[src/common/trip_interlock_pkg.sv]
// Constants and types shared by the power stage trip interlock
package trip_interlock_pkg;
    localparam int N_DIG = 3;
    localparam int N_ANA = 3;
    localparam int CNT_W = 16;
    localparam logic [15:0] PERIOD_RST = 16'h03e7;
    localparam int N_PWM = 6;
    // Register offsets
    localparam logic [7:0] REG_CTRL = 8'h00;
    localparam logic [7:0] REG_DIG_REACT = 8'h04;
    localparam logic [7:0] REG_ANA_REACT = 8'h08;
    localparam logic [7:0] REG_STATUS = 8'h0c;
    localparam logic [7:0] REG_IRQ_STAT = 8'h10;
    localparam logic [7:0] REG_IRQ_MASK = 8'h14;
    localparam logic [7:0] REG_PERIOD = 8'h18;
    // Control fields
    localparam int CTRL_PIN_EN = 0;
    localparam int CTRL_PIN_POL = 1;
    localparam int CTRL_SAFE_FLOAT = 2;
    localparam int CTRL_PRESENT = 3;
    localparam logic [3:0] CTRL_RST = 4'h8;
    // Reaction codes
    localparam logic [1:0] REACT_NONE = 2'h0;
    localparam logic [1:0] REACT_OSHT = 2'h1;
    localparam logic [1:0] REACT_CBC = 2'h2;
    // Interrupt status bits
    localparam int IRQ_OSHT = 0;
    localparam int IRQ_CBC = 1;
    localparam int IRQ_ENABLED = 2;
    localparam int IRQ_UNDER = 3;
    localparam int IRQ_W = 4;
    typedef enum logic [1:0] {CARRIER_UP, CARRIER_DOWN} dir_e;
endpackage

[src/rtl/carrier_counter.sv]
// Symmetric up/down PWM carrier with underflow and overflow pulses
`timescale 1ns/1ps
`default_nettype none
module carrier_counter
    import trip_interlock_pkg::*;
(
    input wire logic clk,
    input wire logic rst_n,
    input wire logic [CNT_W-1:0] period,
    output logic [CNT_W-1:0] count,
    output logic underflow,
    output logic overflow
);
    dir_e dir_r;
    logic [CNT_W-1:0] cnt_r;

    assign count = cnt_r;
    assign underflow = (cnt_r == '0) && (dir_r == CARRIER_DOWN);
    assign overflow = (cnt_r >= period) && (dir_r == CARRIER_UP);

    always_ff @(posedge clk) begin
        if (!rst_n) begin
            cnt_r <= '0;
            dir_r <= CARRIER_UP;
        end else begin
            case (dir_r)
                CARRIER_UP: begin
                    if (cnt_r >= period) begin
                        dir_r <= CARRIER_DOWN;
                        cnt_r <= (cnt_r == '0) ? cnt_r : cnt_r - 1'b1;
                    end else begin
                        cnt_r <= cnt_r + 1'b1;
                    end
                end
                CARRIER_DOWN: begin
                    if (cnt_r == '0) begin
                        dir_r <= CARRIER_UP;
                        cnt_r <= (period == '0) ? cnt_r : cnt_r + 1'b1;
                    end else begin
                        cnt_r <= cnt_r - 1'b1;
                    end
                end
                default: begin
                    dir_r <= CARRIER_UP;
                    cnt_r <= '0;
                end
            endcase
        end
    end
endmodule
`default_nettype wire

[src/rtl/powerstage_trip_interlock.sv]
// Power stage interlock gating all PWM outputs, with digital and analog trips
// Notes on behaviour
// - PWM outputs stay off from reset until an enable request rising edge.
// - On enable rising edge, status pin goes 0 (active low) or 1 (high).
// - Status pin only reports state; gating is the same configured or not.
// - Without the interlock present, PWM outputs pass ungated permanently.
// - A low level on a digital trip input is a trip; high is no trip.
// - Each digital trip input has reaction none, one-shot or cycle-by-cycle.
// - A digital one-shot trip latches safe state until disable then enable.
// - Cycle-by-cycle trip holds until underflow, clearing there if input high.
// - Analog trip signals A, B, C each react with none or one-shot.
// - An analog one-shot trip latches safe state until disable then enable.
// - Safe state is forced passive level or high impedance, selectable.
// - Underflow pulses at carrier minimum, overflow at carrier maximum.
`timescale 1ns/1ps
`default_nettype none
module powerstage_trip_interlock
    import trip_interlock_pkg::*;
(
    input wire logic clk,
    input wire logic rst_n,
    input wire logic enable_req,
    input wire logic digital_trip_input_1_n,
    input wire logic digital_trip_input_2_n,
    input wire logic digital_trip_input_3_n,
    input wire logic [N_ANA-1:0] analog_trip,
    input wire logic [N_PWM-1:0] pwm_in,
    input wire logic [N_PWM-1:0] pwm_passive,
    input wire logic [7:0] reg_addr,
    input wire logic [31:0] reg_wdata,
    input wire logic reg_wr,
    input wire logic reg_rd,
    output logic [31:0] reg_rdata,
    output logic [N_PWM-1:0] pwm_out,
    output logic [N_PWM-1:0] pwm_oe,
    output logic stage_enable_pin,
    output logic stage_enable_pin_oe,
    output logic underflow,
    output logic overflow,
    output logic irq
);
    logic [3:0] ctrl_r;
    logic [2*N_DIG-1:0] dig_react_r;
    logic [2*N_ANA-1:0] ana_react_r;
    logic [CNT_W-1:0] period_r;
    logic [IRQ_W-1:0] irq_stat_r;
    logic [IRQ_W-1:0] irq_mask_r;
    logic [31:0] rdata_r;
    logic en_prev_r;
    logic enabled_r;
    logic osht_r;
    logic cbc_r;
    logic [N_PWM-1:0] pwm_out_r;
    logic [N_PWM-1:0] pwm_oe_r;
    logic pin_r;
    logic [CNT_W-1:0] count;
    logic [N_DIG-1:0] dig_trip;
    logic [N_DIG-1:0] dig_osht_hit;
    logic [N_DIG-1:0] dig_cbc_hit;
    logic [N_ANA-1:0] ana_osht_hit;
    logic en_rise;
    logic en_fall;
    logic osht_any;
    logic cbc_any;
    logic tripped;
    logic gate_open;
    logic [IRQ_W-1:0] irq_events;
    logic wr_stat;

    carrier_counter u_carrier (
        .clk(clk),
        .rst_n(rst_n),
        .period(period_r),
        .count(count),
        .underflow(underflow),
        .overflow(overflow)
    );

    // Trip inputs are active low
    assign dig_trip = ~{digital_trip_input_3_n, digital_trip_input_2_n,
                        digital_trip_input_1_n};

    genvar gi;
    generate
        for (gi = 0; gi < N_DIG; gi++) begin : g_dig
            assign dig_osht_hit[gi] = dig_trip[gi]
                && (dig_react_r[2*gi+:2] == REACT_OSHT);
            assign dig_cbc_hit[gi] = dig_trip[gi]
                && (dig_react_r[2*gi+:2] == REACT_CBC);
        end
        for (gi = 0; gi < N_ANA; gi++) begin : g_ana
            // Analog signals only know none or one-shot; other codes act as none
            assign ana_osht_hit[gi] = analog_trip[gi]
                && (ana_react_r[2*gi+:2] == REACT_OSHT);
        end
    endgenerate

    assign en_rise = enable_req && !en_prev_r;
    assign en_fall = !enable_req && en_prev_r;
    assign osht_any = (|dig_osht_hit) || (|ana_osht_hit);
    assign cbc_any = |dig_cbc_hit;
    assign tripped = osht_r || osht_any || cbc_r || cbc_any;
    assign gate_open = enabled_r && !tripped;

    // Tracks the request during reset too, so a level held high is never an edge
    always_ff @(posedge clk) begin
        en_prev_r <= enable_req;
    end

    // Only a rising edge releases; a request held high through reset does nothing
    always_ff @(posedge clk) begin
        if (!rst_n) begin
            enabled_r <= 1'b0;
        end else if (en_rise) begin
            enabled_r <= 1'b1;
        end else if (en_fall) begin
            enabled_r <= 1'b0;
        end
    end

    // One-shot latch: cleared only when the interlock is re-enabled
    always_ff @(posedge clk) begin
        if (!rst_n) begin
            osht_r <= 1'b0;
        end else if (osht_any) begin
            osht_r <= 1'b1;
        end else if (en_rise && !enabled_r) begin
            osht_r <= 1'b0;
        end
    end

    // Cycle-by-cycle: released only at underflow with input no longer low
    always_ff @(posedge clk) begin
        if (!rst_n) begin
            cbc_r <= 1'b0;
        end else if (cbc_any) begin
            cbc_r <= 1'b1;
        end else if (underflow) begin
            cbc_r <= 1'b0;
        end
    end

    // Output gating never looks at the status pin configuration
    always_ff @(posedge clk) begin
        if (!rst_n) begin
            pwm_out_r <= '0;
            pwm_oe_r <= '0;
        end else if (!ctrl_r[CTRL_PRESENT]) begin
            pwm_out_r <= pwm_in;
            pwm_oe_r <= '1;
        end else if (gate_open) begin
            pwm_out_r <= pwm_in;
            pwm_oe_r <= '1;
        end else if (ctrl_r[CTRL_SAFE_FLOAT]) begin
            pwm_out_r <= '0;
            pwm_oe_r <= '0;
        end else begin
            pwm_out_r <= pwm_passive;
            pwm_oe_r <= '1;
        end
    end
    assign pwm_out = pwm_out_r;
    assign pwm_oe = pwm_oe_r;

    // Status pin mirrors enabled and untripped state in the chosen polarity
    always_ff @(posedge clk) begin
        if (!rst_n) begin
            pin_r <= 1'b0;
        end else begin
            pin_r <= ctrl_r[CTRL_PIN_POL] ? gate_open : !gate_open;
        end
    end
    assign stage_enable_pin = ctrl_r[CTRL_PIN_EN] ? pin_r : 1'b0;
    assign stage_enable_pin_oe = ctrl_r[CTRL_PIN_EN];

    // Configuration writes
    always_ff @(posedge clk) begin
        if (!rst_n) begin
            ctrl_r <= CTRL_RST;
            dig_react_r <= '0;
            ana_react_r <= '0;
            period_r <= PERIOD_RST;
            irq_mask_r <= '0;
        end else if (reg_wr) begin
            case (reg_addr)
                REG_CTRL: ctrl_r <= reg_wdata[3:0];
                REG_DIG_REACT: dig_react_r <= reg_wdata[2*N_DIG-1:0];
                REG_ANA_REACT: ana_react_r <= reg_wdata[2*N_ANA-1:0];
                REG_PERIOD: period_r <= reg_wdata[CNT_W-1:0];
                REG_IRQ_MASK: irq_mask_r <= reg_wdata[IRQ_W-1:0];
                default: ;
            endcase
        end
    end

    // Sticky events; a new event wins over a write-one-to-clear
    assign irq_events = {underflow, en_rise, cbc_any, osht_any};
    assign wr_stat = reg_wr && (reg_addr == REG_IRQ_STAT);
    always_ff @(posedge clk) begin
        if (!rst_n) begin
            irq_stat_r <= '0;
        end else begin
            irq_stat_r <= (irq_stat_r & ~(wr_stat ? reg_wdata[IRQ_W-1:0] : '0))
                | irq_events;
        end
    end
    assign irq = |(irq_stat_r & irq_mask_r);

    // Read data one cycle after the strobe, zero otherwise and for unmapped offsets
    always_ff @(posedge clk) begin
        if (!rst_n) begin
            rdata_r <= '0;
        end else if (reg_rd) begin
            case (reg_addr)
                REG_CTRL: rdata_r <= {28'h0000000, ctrl_r};
                REG_DIG_REACT: rdata_r <= {26'h0, dig_react_r};
                REG_ANA_REACT: rdata_r <= {26'h0, ana_react_r};
                REG_STATUS: rdata_r <= {count, 11'h000, gate_open, cbc_r,
                                        osht_r, enabled_r, pin_r};
                REG_IRQ_STAT: rdata_r <= {28'h0000000, irq_stat_r};
                REG_IRQ_MASK: rdata_r <= {28'h0000000, irq_mask_r};
                REG_PERIOD: rdata_r <= {16'h0000, period_r};
                default: rdata_r <= '0;
            endcase
        end else begin
            rdata_r <= '0;
        end
    end
    assign reg_rdata = rdata_r;
endmodule
`default_nettype wire

[config.mk]
export PLATFORM = sky130hd
export DESIGN_NAME = powerstage_trip_interlock
export DESIGN_NICKNAME = d
export VERILOG_FILES = /design/src/common/trip_interlock_pkg.sv /design/src/rtl/carrier_counter.sv /design/src/rtl/powerstage_trip_interlock.sv
export SDC_FILE = /design/constraint.sdc
export NUM_CORES = 1
export LEC_CHECK = 0
export ABC_AREA = 1
export ABC_CLOCK_PERIOD_IN_PS = 2400
export BUFFER_PORTS_ARGS = -buffer_cell sky130_fd_sc_hd__buf_2
export CORE_ASPECT_RATIO = 0.9
export CORE_MARGIN = 2
export CORE_UTILIZATION = 35
export DETAILED_ROUTE_END_ITERATION = 12
export PLACE_DENSITY = 0.55
export SYNTH_ARGS = -nofsm -noshare
export SYNTH_HDL_FRONTEND = slang
export SYNTH_SLANG_ARGS = --single-unit
[constraint.sdc]
create_clock -name clk -period 2.4 [get_ports clk]
set_input_delay 0.72 -clock clk [delete_from_list [all_inputs] [get_ports clk]]
set_output_delay 0.72 -clock clk [all_outputs]
set_load 0.005 [all_outputs]
# Word level (Yosys, flattened, before mapping)
# Index checks and enable logic that the tools add are counted.
dict set report classes {
  add_sub_neg 2
  mul 0
  div 0
  n_lt_le_gt_ge 1
  eq_ne 20
  shifts 0
  muxes 24
  bitwise_logic 5
  n_reduce_logical 44
}
# cell count
set op_table {}
lappend op_table {{32-bit one-hot mux with 7 select lines} 1}
lappend op_table {{16-bit 2-to-1 mux} 4}
lappend op_table {{6-bit 2-to-1 mux} 6}
lappend op_table {{16-bit zero test} 2}
lappend op_table {{16-bit one-hot mux with 2 select lines} 1}
lappend op_table {{8-bit by 5-bit equality test with 1-bit output (second input constant)} 3}
lappend op_table {{16-bit by 1-bit adder with 16-bit output (second input constant)} 1}
lappend op_table {{8-bit by 4-bit equality test with 1-bit output (second input constant)} 2}
lappend op_table {{16-bit greater-or-equal comparator} 1}
lappend op_table {{1-bit logical AND} 16}
lappend op_table {{2-bit AND reduction} 8}
lappend op_table {{16-bit by 1-bit subtractor with 16-bit output (second input constant)} 1}
lappend op_table {{2-bit by 1-bit equality test with 1-bit output (second input constant)} 7}
lappend op_table {{3-bit OR reduction} 3}
lappend op_table {{4-bit AND} 2}
lappend op_table {{8-bit by 3-bit equality test with 1-bit output (second input constant)} 1}
lappend op_table {{8-bit zero test} 1}
lappend op_table {{1-bit 2-to-1 mux} 8}
lappend op_table {{2-bit equality test (second input constant)} 3}
lappend op_table {{3-bit inequality test (second input constant)} 2}
lappend op_table {{2-bit nonzero test} 3}
lappend op_table {{1-bit zero test} 5}
lappend op_table {{1-bit logical OR} 4}
lappend op_table {{2-bit 2-to-1 mux} 2}
lappend op_table {{other kinds (8)} 9}
dict set report totals {
  reg_bits 107
  latchBits 0
  ramBits 0
  romBits 0
  output_inout_bits 49
  mem_count 0
}

# Depth between registers and ports, before layout
# Gate-level depths: netlist of the first run.
dict set report depth {
  depth_word 11
  depth_mapped 16
  mapped_depth_nobuf 15
}

# Hierarchy
# From an unflattened synthesis of the first run, not the netlist that was laid out.
dict set report unflattened {
  hier_cells 741
  area_unflattened_um2 5391.4
}
# mod instances cells_per_inst area_per_inst_um2
set modules_own_cells {}
lappend modules_own_cells {powerstage_trip_interlock 1 446 3467.1}
lappend modules_own_cells {carrier_counter 1 295 1924.3}

# Worst setup path after synthesis of the first run
# No wires, ideal clock.
dict set report synth_timing {
  path_type {register -> output}
  startpoint {reg u_carrier.cnt_r[0], in the netlist u_carrier.count[0]}
  endpoint {out underflow}
  arrival_time_ns 1.210
  required_time_ns 1.680
  path_slack_ns 0.470
  path_stages_with_launch 9
  path_buffers 0
  cell_sequence {dfxtp_1 inv_1 ha_1 inv_1 nor2_4 nand2_1 nor2_1 nand3_1 nor2_1}
}
dict set report synth_via {
  elab_chain_cells 2
}
# item line_no
set synth_lines {}
lappend synth_lines {{start, declared} carrier_counter.sv:15} ;# logic [CNT_W-1:0] cnt_r;
lappend synth_lines {{start signal, assigned} carrier_counter.sv:30} ;# cnt_r <= (cnt_r == '0) ? cnt_r : cnt_r - 1'b1;
lappend synth_lines {{start signal, assigned} carrier_counter.sv:32} ;# cnt_r <= cnt_r + 1'b1;
lappend synth_lines {{start signal, assigned} carrier_counter.sv:38} ;# cnt_r <= (period == '0) ? cnt_r : cnt_r + 1'b1;
lappend synth_lines {{16-bit zero test} carrier_counter.sv:18} ;# assign underflow = (cnt_r == '0) && (dir_r == CARRIER_DOWN);
lappend synth_lines {{1-bit logical AND} carrier_counter.sv:18}
lappend synth_lines {{end, declared} powerstage_trip_interlock.sv:38} ;# output logic underflow,
# No other way between the ends.

# Final worst setup path of the first run
dict set report layout_timing {
  startpoint {reg u_carrier.cnt_r[11], in the netlist u_carrier.count[11]}
  endpoint {out overflow}
}
dict set report layout_via {
  elab_chain_cells 2
}
# item line_no
set layout_lines {}
lappend layout_lines {{16-bit greater-or-equal comparator} carrier_counter.sv:19} ;# assign overflow = (cnt_r >= period) && (dir_r == CARRIER_UP);
lappend layout_lines {{1-bit logical AND} carrier_counter.sv:19}
lappend layout_lines {{end, declared} powerstage_trip_interlock.sv:39} ;# output logic overflow,
# No other way between the ends.

==> results of run 1 <==
## worst max-delay path, delay by kind of cell (launching register included)
family                     cells  cell delay (ps)
AOI/OAI and AO/OA              2              350
adders and majority gates      1              280
buffers and inverters          2              190
DFF                            1              370
and+or+nand+nor                3              190
## final cells by class
cell class	count	area [um^2]
Multi-Input combinational cell	462	2720
Fill cell	1413	7560
Sequential cell	101	2050
Clock inverter	7	104
Tap cell	193	241
Timing Repair Buffer	144	858
Inverter	92	353
Clock buffer	9	225
## where the power goes
| part | total (uW) | switching [uW] | internal [uW] |
|---|---|---|---|
| Combinational | 2370 | 1380 | 990 |
| Sequential | 1940 | 126 | 1810 |
| Clock | 1610 | 684 | 931 |
| Total | 5930 | 2190 | 3740 |
## registers in the layout, summed over array words and instances, names as in the netlist, 4 cells and up
signal and flops:
ctrl_r 4, period_r 16, pwm_out 6, irq_mask_r 4
reg_rdata 32, u_carrier.count 16, irq_stat_r 4, ana_react_r 6
dig_react_r 6
## layout by cell type, fill, tap and decap left out, types with 6 or more instances in the layout
cell type,synthesis,layout
clkbuf_16,0,9
xor2_1,26,26
nand4_1,10,10
nor3_2,7,7
nand3b_1,6,6
nor3_1,36,36
nor2_4,3,8
a21oi_1,66,64
dfxtp_2,0,10
ha_1,19,9
buf_2,3,95
nand2_1,91,88
dfxtp_1,101,88
inv_2,2,14
nor2_1,76,70
o21ai_0,42,41
nand3_1,50,49
ha_4,0,10
inv_1,88,73
buf_4,6,45
o22ai_1,8,8
## metrics by stage
stage,total power [uW],hold slack [ps]
finish,5930,473
global route,6330,476
CTS,5820,472
detailed placement,3990,462
global placement,3960,453
floorplan,3400,439
## layer usage
| layer | vias up | share of wire [%] | track usage, % |
|---|---|---|---|
| met5 | - | 0 | 0 |
| met2 | 139 | 45 | 30.5 |
| met1 | 2303 | 49 | 28.7 |
| met3 | 12 | 4.9 | 3.89 |
| met4 | 0 | 1.2 | 5.19 |
| li1 | 2490 | - | - |
## path summary, 6_finish.rpt
| path | start | endpoint | depth (start not counted) |
|---|---|---|---|
| setup reg to reg | u_carrier.count[11] | u_carrier.count[4] | 13 |
| hold reg to reg | irq_stat_r[2] | irq_stat_r[2] | 2 |
| hold / removal | irq_stat_r[2] | irq_stat_r[2] | 2 |
| setup / recovery | u_carrier.count[11] | overflow | 8 |
## repair_timing
| action | in CTS | in global routing |
|---|---|---|
| hold buffers | 0 | 0 |
| buffers inserted | 10 | 1 |
| setup endpoints to repair | 2 | 2 |
| cloned | 0 | 0 |
| endpoints found under the hold margin | 0 | 0 |
| gates resized for setup | 41 | 27 |
| pin swaps | 13 | 14 |
## cells by family (layout without fill, tap and decap cells)
logic type | count (synthesis) | in the layout
fa+ha+maj | 19 | 19
flops | 101 | 101
buf+inv | 121 | 252
compound gates | 127 | 127
xor+xnor | 26 | 26
simple gates | 290 | 290
==> run summary, run 1 <==
Placement Rows: 41
Result of the run: finished with violations
Data required time of the worst path: 1680 ps
Critical Path Slowest Stage Cell: dfxtp_1
Cell area after synthesis: 0.00508 mm^2
Clock transition time at the flip-flop clock pins of the worst setup and hold paths: 80 ps
Simple logic cell fraction of the synthesized area: 27.3%
Flip-flop cell with the highest count after synthesis: dfxtp_1
Die outline height: 118 um
Synth Area in Compound Gates: 13.4%
Max-Cap Viols: 0
Type of destination of the critical path: primary output
Maximum operating frequency: 0.406 GHz
Setup TNS: -63.7 ps
DP Area: 0.00590 mm^2
CTS HTree Levels: 3
Critical path peak fanout: 2
Detailed placer's ending HPWL: 11200 um
CTS root buffer: clkbuf_16
Die ar.: 0.0155 mm^2
Final count of hold timing violations: 0
Via count of the first global-routing pass: 4801
Yosys synthesis warning count: 0
Clock Skew: 9.39 ps
Async set-or-reset flop fraction in the synthesized netlist: 0%
Share of final-layout standard cells stronger than drive strength 1: 29.0%
Number of nets with antenna violations after detailed routing: 0
Synthesized net count: 766
Clock tree sinks: 101
Share of Yosys cell area claimed by the top area cell type: 39.8%
Top Ports: 112
Area of the core region: 0.0141 mm^2
Period utilisation layout: 103%
Number of optimization iterations in the first detailed-route pass: 5
Headroom to the max-slew limit: 65.3%
Pre-CTS setup slack: 143 ps
Number of synthesized flops with an enable pin: 0
Total via count after detailed routing: 4944
Critical path's most frequent cell: nand2_1
Ordered list of cells on the worst path: ha_4 > nand2_1 > inv_1 > nand2_1 > a21oi_2 > nor2_4 > a21oi_4 > buf_2
Setup Crit Path Kind: flip-flop to primary output
RSZ-0062 raised after global routing: true
Tmin final: 2460 ps
Data arrival time of the critical path: 1740 ps
Reg2Reg Setup Slack: 240 ps
Width of the chip: 131 um
Routed wire length: 15100 um
Max Slew Vio Count: 0
TritonCTS clock tree: yes
Largest net degree at the start of global routing: 31
Via density per instance: 4.90
Worst slew pin tran: 518 ps
Max stage delay on crit path: 370 ps
Average wire length per cell after detail routing: 15.0 um
Power density normalized to cell area: 905 mW/mm^2
DR iter-0 viols: 446
Most instantiated library cell after synthesis: dfxtp_1
Global route total overflow: 0
Average footprint of a synthesized cell: 7.42 um^2
NumNets Final: 892
Core utilization of the finished layout: 46.4%
Design area: 0.00655 mm^2
Post-placement cell count: 981
Post-Synthesis Cells: 684
Clock latency reported for the late side of the worst-skew pair: 360 ps
Main combinational cell family by area after synthesis: simple AND/OR/NAND/NOR gates
CTS max path bufs: 2
Number of buffers added by the clock tree synthesis step: 9
Last weighted congestion value of the routability-driven placer: 0.945
Initial Utilization: 36.0%
Finish-stage setup viols: 1
Wire length of the first global-routing pass: 24200 um
Most instantiated cells after synthesis: dfxtp_1, nand2_1, inv_1
Cell variety after synth: 38
PortBufs: 95
Classification of the worst-slack hold path: flip-flop to flip-flop
Violated checks: negative setup slack
Post-route DRC: 0
Leakage power: 0.00297 uW
Adder and majority gate portion of the synthesized area: 4.68%
Share of the synthesized netlist area taken by xor and xnor gates: 4.48%
Startpoint types: flip-flop
Antenna diode instance count: 0
Antenna violations before repair: 0
Total routing usage reported by global routing: 20.0%
Layout area overhead: 29.0%
Cell types occupying the most area after synthesis: dfxtp_1, nand2_1, a21oi_1
Post-route non-filler standard cell count: 1008
Portion of the post-synthesis area used by sequential elements: 39.8%
Setup slack after layout: -63.7 ps
Multiplexer fraction of the synthesized cell area: 0%
Yosys top cell by area: dfxtp_1
Worst ir drop on vdd: 0.474 mV
Synth Register Bits: 101
(Power assumes the default switching activity.)
==> inputs of run 2 (changes only) <==
- ABC_CLOCK_PERIOD_IN_PS: 2400 -> 2900
- PLACE_DENSITY: 0.55 -> 0.54
- SYNTH_HIERARCHICAL: not set -> 1
- clock period: 2.4 -> 2.9 ns (I/O delays scaled with it)
==> run 2 against run 1 <==
  * The flow now finishes without violations
  * Clock skew is 0.78 ps lower
  * Routed wire length down 2.8%
  * Final cell count is 3.3% higher
  * Design area shrank 3.1%
  * Non-clock buffer count decreased by 35
  * Sequential power down 16%
  * Clock power shrank 22%
==> run summary, run 2 <==
Result of the run: completed
Wire length of the first global-routing pass: 23700 um (-1.9%)
Headroom to the max-slew limit: 62.5% (-2.8 points)
Via density per instance: 4.67 (-4.7%)
DP Area: 0.00601 mm^2 (+1.9%)
Maximum operating frequency: 0.367 GHz
Startpoint types: flip-flop
Crit path to: underflow
Data required time of the worst path: 2030 ps (+350 ps)
Initial Utilization: 35.4% (-0.59 points)
Clock Skew: 8.61 ps (-0.783 ps)
Power density normalized to cell area: 693 mW/mm^2 (-23%)
DR iter-0 viols: 318 (-29%)
Max-Cap Viols: 0 (unchanged)
Data arrival time of the critical path: 1850 ps (+110 ps)
Number of optimization iterations in the first detailed-route pass: 5 (unchanged)
Last weighted congestion value of the routability-driven placer: 0.869 (-8.1%)
Global route total overflow: 0 (unchanged)
Reg2Reg Setup Slack: 750 ps (+510 ps)
Cell variety after synth: 37 (-2.6%)
Yosys synthesis warning count: 6 (+6)
Seq pwr share: 37.1% (+4.4 points)
Critical path's most frequent cell: inv_1
Top Ports: 112 (unchanged)
Setup Crit Path Kind: flip-flop to primary output
Worst R2R End: u_carrier/count[0]
Width of the chip: 135 um (+2.9%)
Number of synthesized flops with an enable pin: 0 (unchanged)
Portion of the post-synthesis area used by sequential elements: 37.5% (-2.3 points)
Tmin final: 2720 ps
Multiplexer fraction of the synthesized cell area: 0% (unchanged)
Clock tree sinks: 101 (unchanged)
Most instantiated library cell after synthesis: nand2_1
Largest net degree at the start of global routing: 32 (+3.2%)
Leakage power: 0.00304 uW (+2.3%)
Average footprint of a synthesized cell: 7.28 um^2 (-2.0%)
Leading cell type in the layout, fill and taps excluded: nand2_1
Worst ir drop on vdd: 0.366 mV (-23%)
Critical Path Slowest Stage Cell: dfxtp_2
Average wire length per cell after detail routing: 14.1 um (-5.9%)
Die ar.: 0.0164 mm^2 (+6.0%)
PortBufs: 95 (unchanged)
Share of Yosys cell area claimed by the top area cell type: 37.5% (-2.3 points)
Flip-flop cell with the highest count after synthesis: dfxtp_1
Combinational Power Share: 34.5% (-5.5 points)
CTS HTree Levels: 3 (unchanged)
Antenna diode instance count: 0 (unchanged)
Commonest cells after routing, fill and taps aside: nand2_1, dfxtp_1, buf_2
Clock latency reported for the late side of the worst-skew pair: 360 ps (about the same)
Critical Path Source: u_carrier/count[0]
Synth Register Bits: 101 (unchanged)
CTS max path bufs: 2 (unchanged)
Cell area after synthesis: 0.00539 mm^2 (+6.2%)
RSZ-0062 raised after global routing: false
CTS root buffer: clkbuf_16
Post-route DRC: 0 (unchanged)
Placement Rows: 43 (+4.9%)
Cell internal power dissipation: 2770 uW (-26%)
Max stage delay on crit path: 340 ps (-30 ps)
Max reg flops: 32 (unchanged)
Worst slew pin tran: 562 ps (+43.8 ps)
Net switching power figure: 1630 uW (-26%)
Critical path peak fanout: 5 (+3)
Antenna violations before repair: 0 (unchanged)
Part of the total power dissipated in the clock network: 28.4% (+1.2 points)
Die outline height: 122 um (+2.9%)
Finish-stage setup viols: 0 (-1)
Layout area overhead: 17.7%
Classification of the worst-slack hold path: flip-flop to flip-flop
Design area: 0.00635 mm^2 (-3.1%)
Most instantiated cells after synthesis: nand2_1, dfxtp_1, inv_1
Async set-or-reset flop fraction in the synthesized netlist: 0% (unchanged)
Share of the synthesized netlist area taken by xor and xnor gates: 3.90% (-0.59 points)
Synth Area in Compound Gates: 9.91% (-3.5 points)
Sw frac: 37.1% (+0.12 points)
Number of nets with antenna violations after detailed routing: 0 (unchanged)
Post-Synthesis Cells: 741 (+8.3%)
Area of the core region: 0.0152 mm^2 (+7.9%)
Number of fill cells: 1650 (+17%)
Period utilisation layout: 94.0%
Type of destination of the critical path: primary output
Routed wire length: 14700 um (-2.8%)
Via count of the first global-routing pass: 4462 (-7.1%)
TritonCTS clock tree: yes
Share of final-layout standard cells stronger than drive strength 1: 21.0% (-8.0 points)
Max Slew Vio Count: 0 (unchanged)
Simple logic cell fraction of the synthesized area: 33.3% (+6.1 points)
Yosys top cell by area: dfxtp_1
Total routing usage reported by global routing: 18.6% (-1.4 points)
Adder and majority gate portion of the synthesized area: 4.41% (-0.27 points)
Detailed placer's ending HPWL: 10900 um (-2.3%)
R2r startpoint: u_carrier/count[0]
Number of buffers added by the clock tree synthesis step: 9 (unchanged)
Cell types occupying the most area after synthesis: dfxtp_1, nand2_1, nand3_1
Total via count after detailed routing: 4866 (-1.6%)
Cells on worst reg2reg path: 10 (-3)
Clock transition time at the flip-flop clock pins of the worst setup and hold paths: 70 ps (about the same)
Synthesized net count: 823 (+7.4%)
Ordered list of cells on the worst path: inv_1 > ha_1 > nand3_4 > nor3_4 > nand4_4 > inv_1 > buf_2
Final count of hold timing violations: 0 (unchanged)
Setup TNS: 0 ps (+63.7 ps)
NumNets Final: 916 (+2.7%)
Main combinational cell family by area after synthesis: simple AND/OR/NAND/NOR gates
## run 2: power groups by stage
stage          combinational (uW)  clock, uW  sequential, uW
3_3_place_gp                 1480          0            1660
2_1_floorplan                1160          0            1640
3_5_place_dp                 1480          0            1660
4_1_cts                      1490       1290            1630
5_1_grt                      1740       1350            1650
6_report                     1520       1250            1630
## run 2: critical path: cells and delay by family, from the launching register on
family                     cells  cell delay (ps)
buffers and inverters          3              360
adders and majority gates      1              300
and+or+nand+nor                3              500
DFF                            1              340
## run 2: per-layer routing
layer | wire length [um] | up-vias | track usage, % | share of wire (%)
met2 | 5980 | 115 | 26.6 | 41
met5 | 0 | - | 0 | 0
met4 | 121 | 0 | 3.29 | 0.83
met1 | 7810 | 2176 | 28.3 | 53
met3 | 745 | 7 | 4.33 | 5.1
li1 | - | 2568 | - | -
## run 2: through the flow
step	util [%]	worst slack [ps]	instances	hold slack, ps	total power [uW]
floorplan	-	538	741	437	2790
global placement	39.5	430	1023	450	3140
detailed placement	39.5	449	1023	451	3140
CTS	41.5	53.6	1039	464	4420
global route	41.7	1.94	1041	480	4740
finish	41.7	175	1041	462	4400
## run 2: worst min path at each step
stage | from | to | slack [ps] | depth (start not counted)
after floorplan | irq_mask_r[0] | irq_mask_r[0] | 440 | 2
after global placement | period_r[12] | reg_rdata[12] | 450 | 2
after detailed placement | period_r[12] | reg_rdata[12] | 450 | 2
after CTS | period_r[10] | reg_rdata[10] | 460 | 2
after global routing | period_r[10] | reg_rdata[10] | 480 | 2
final | period_r[12] | reg_rdata[12] | 460 | 2
## run 2: what timing repair did
action	CTS	global route
setup endpoints to repair	0	2
resized for setup	0	7
buffers inserted	0	2
hold buffers	0	0
## run 2: cell type report
cell class | count | area (um^2) | share of cell area (%)
multi-input cells | 510 | 2790 | 43.9
well taps | 202 | 253 | 3.98
flip-flops and latches | 101 | 2030 | 31.9
repair buffers | 109 | 581 | 9.15
clock inverters | 7 | 81.3 | 1.28
inverters | 103 | 390 | 6.15
clock buffers | 9 | 225 | 3.55
## run 2: cells by family after synthesis
| logic type | Yosys count |
|---|---|
| flops | 101 |
| xor+xnor | 24 |
| simple gates | 367 |
| fa+ha+maj | 19 |
| buf+inv | 130 |
| compound gates | 100 |
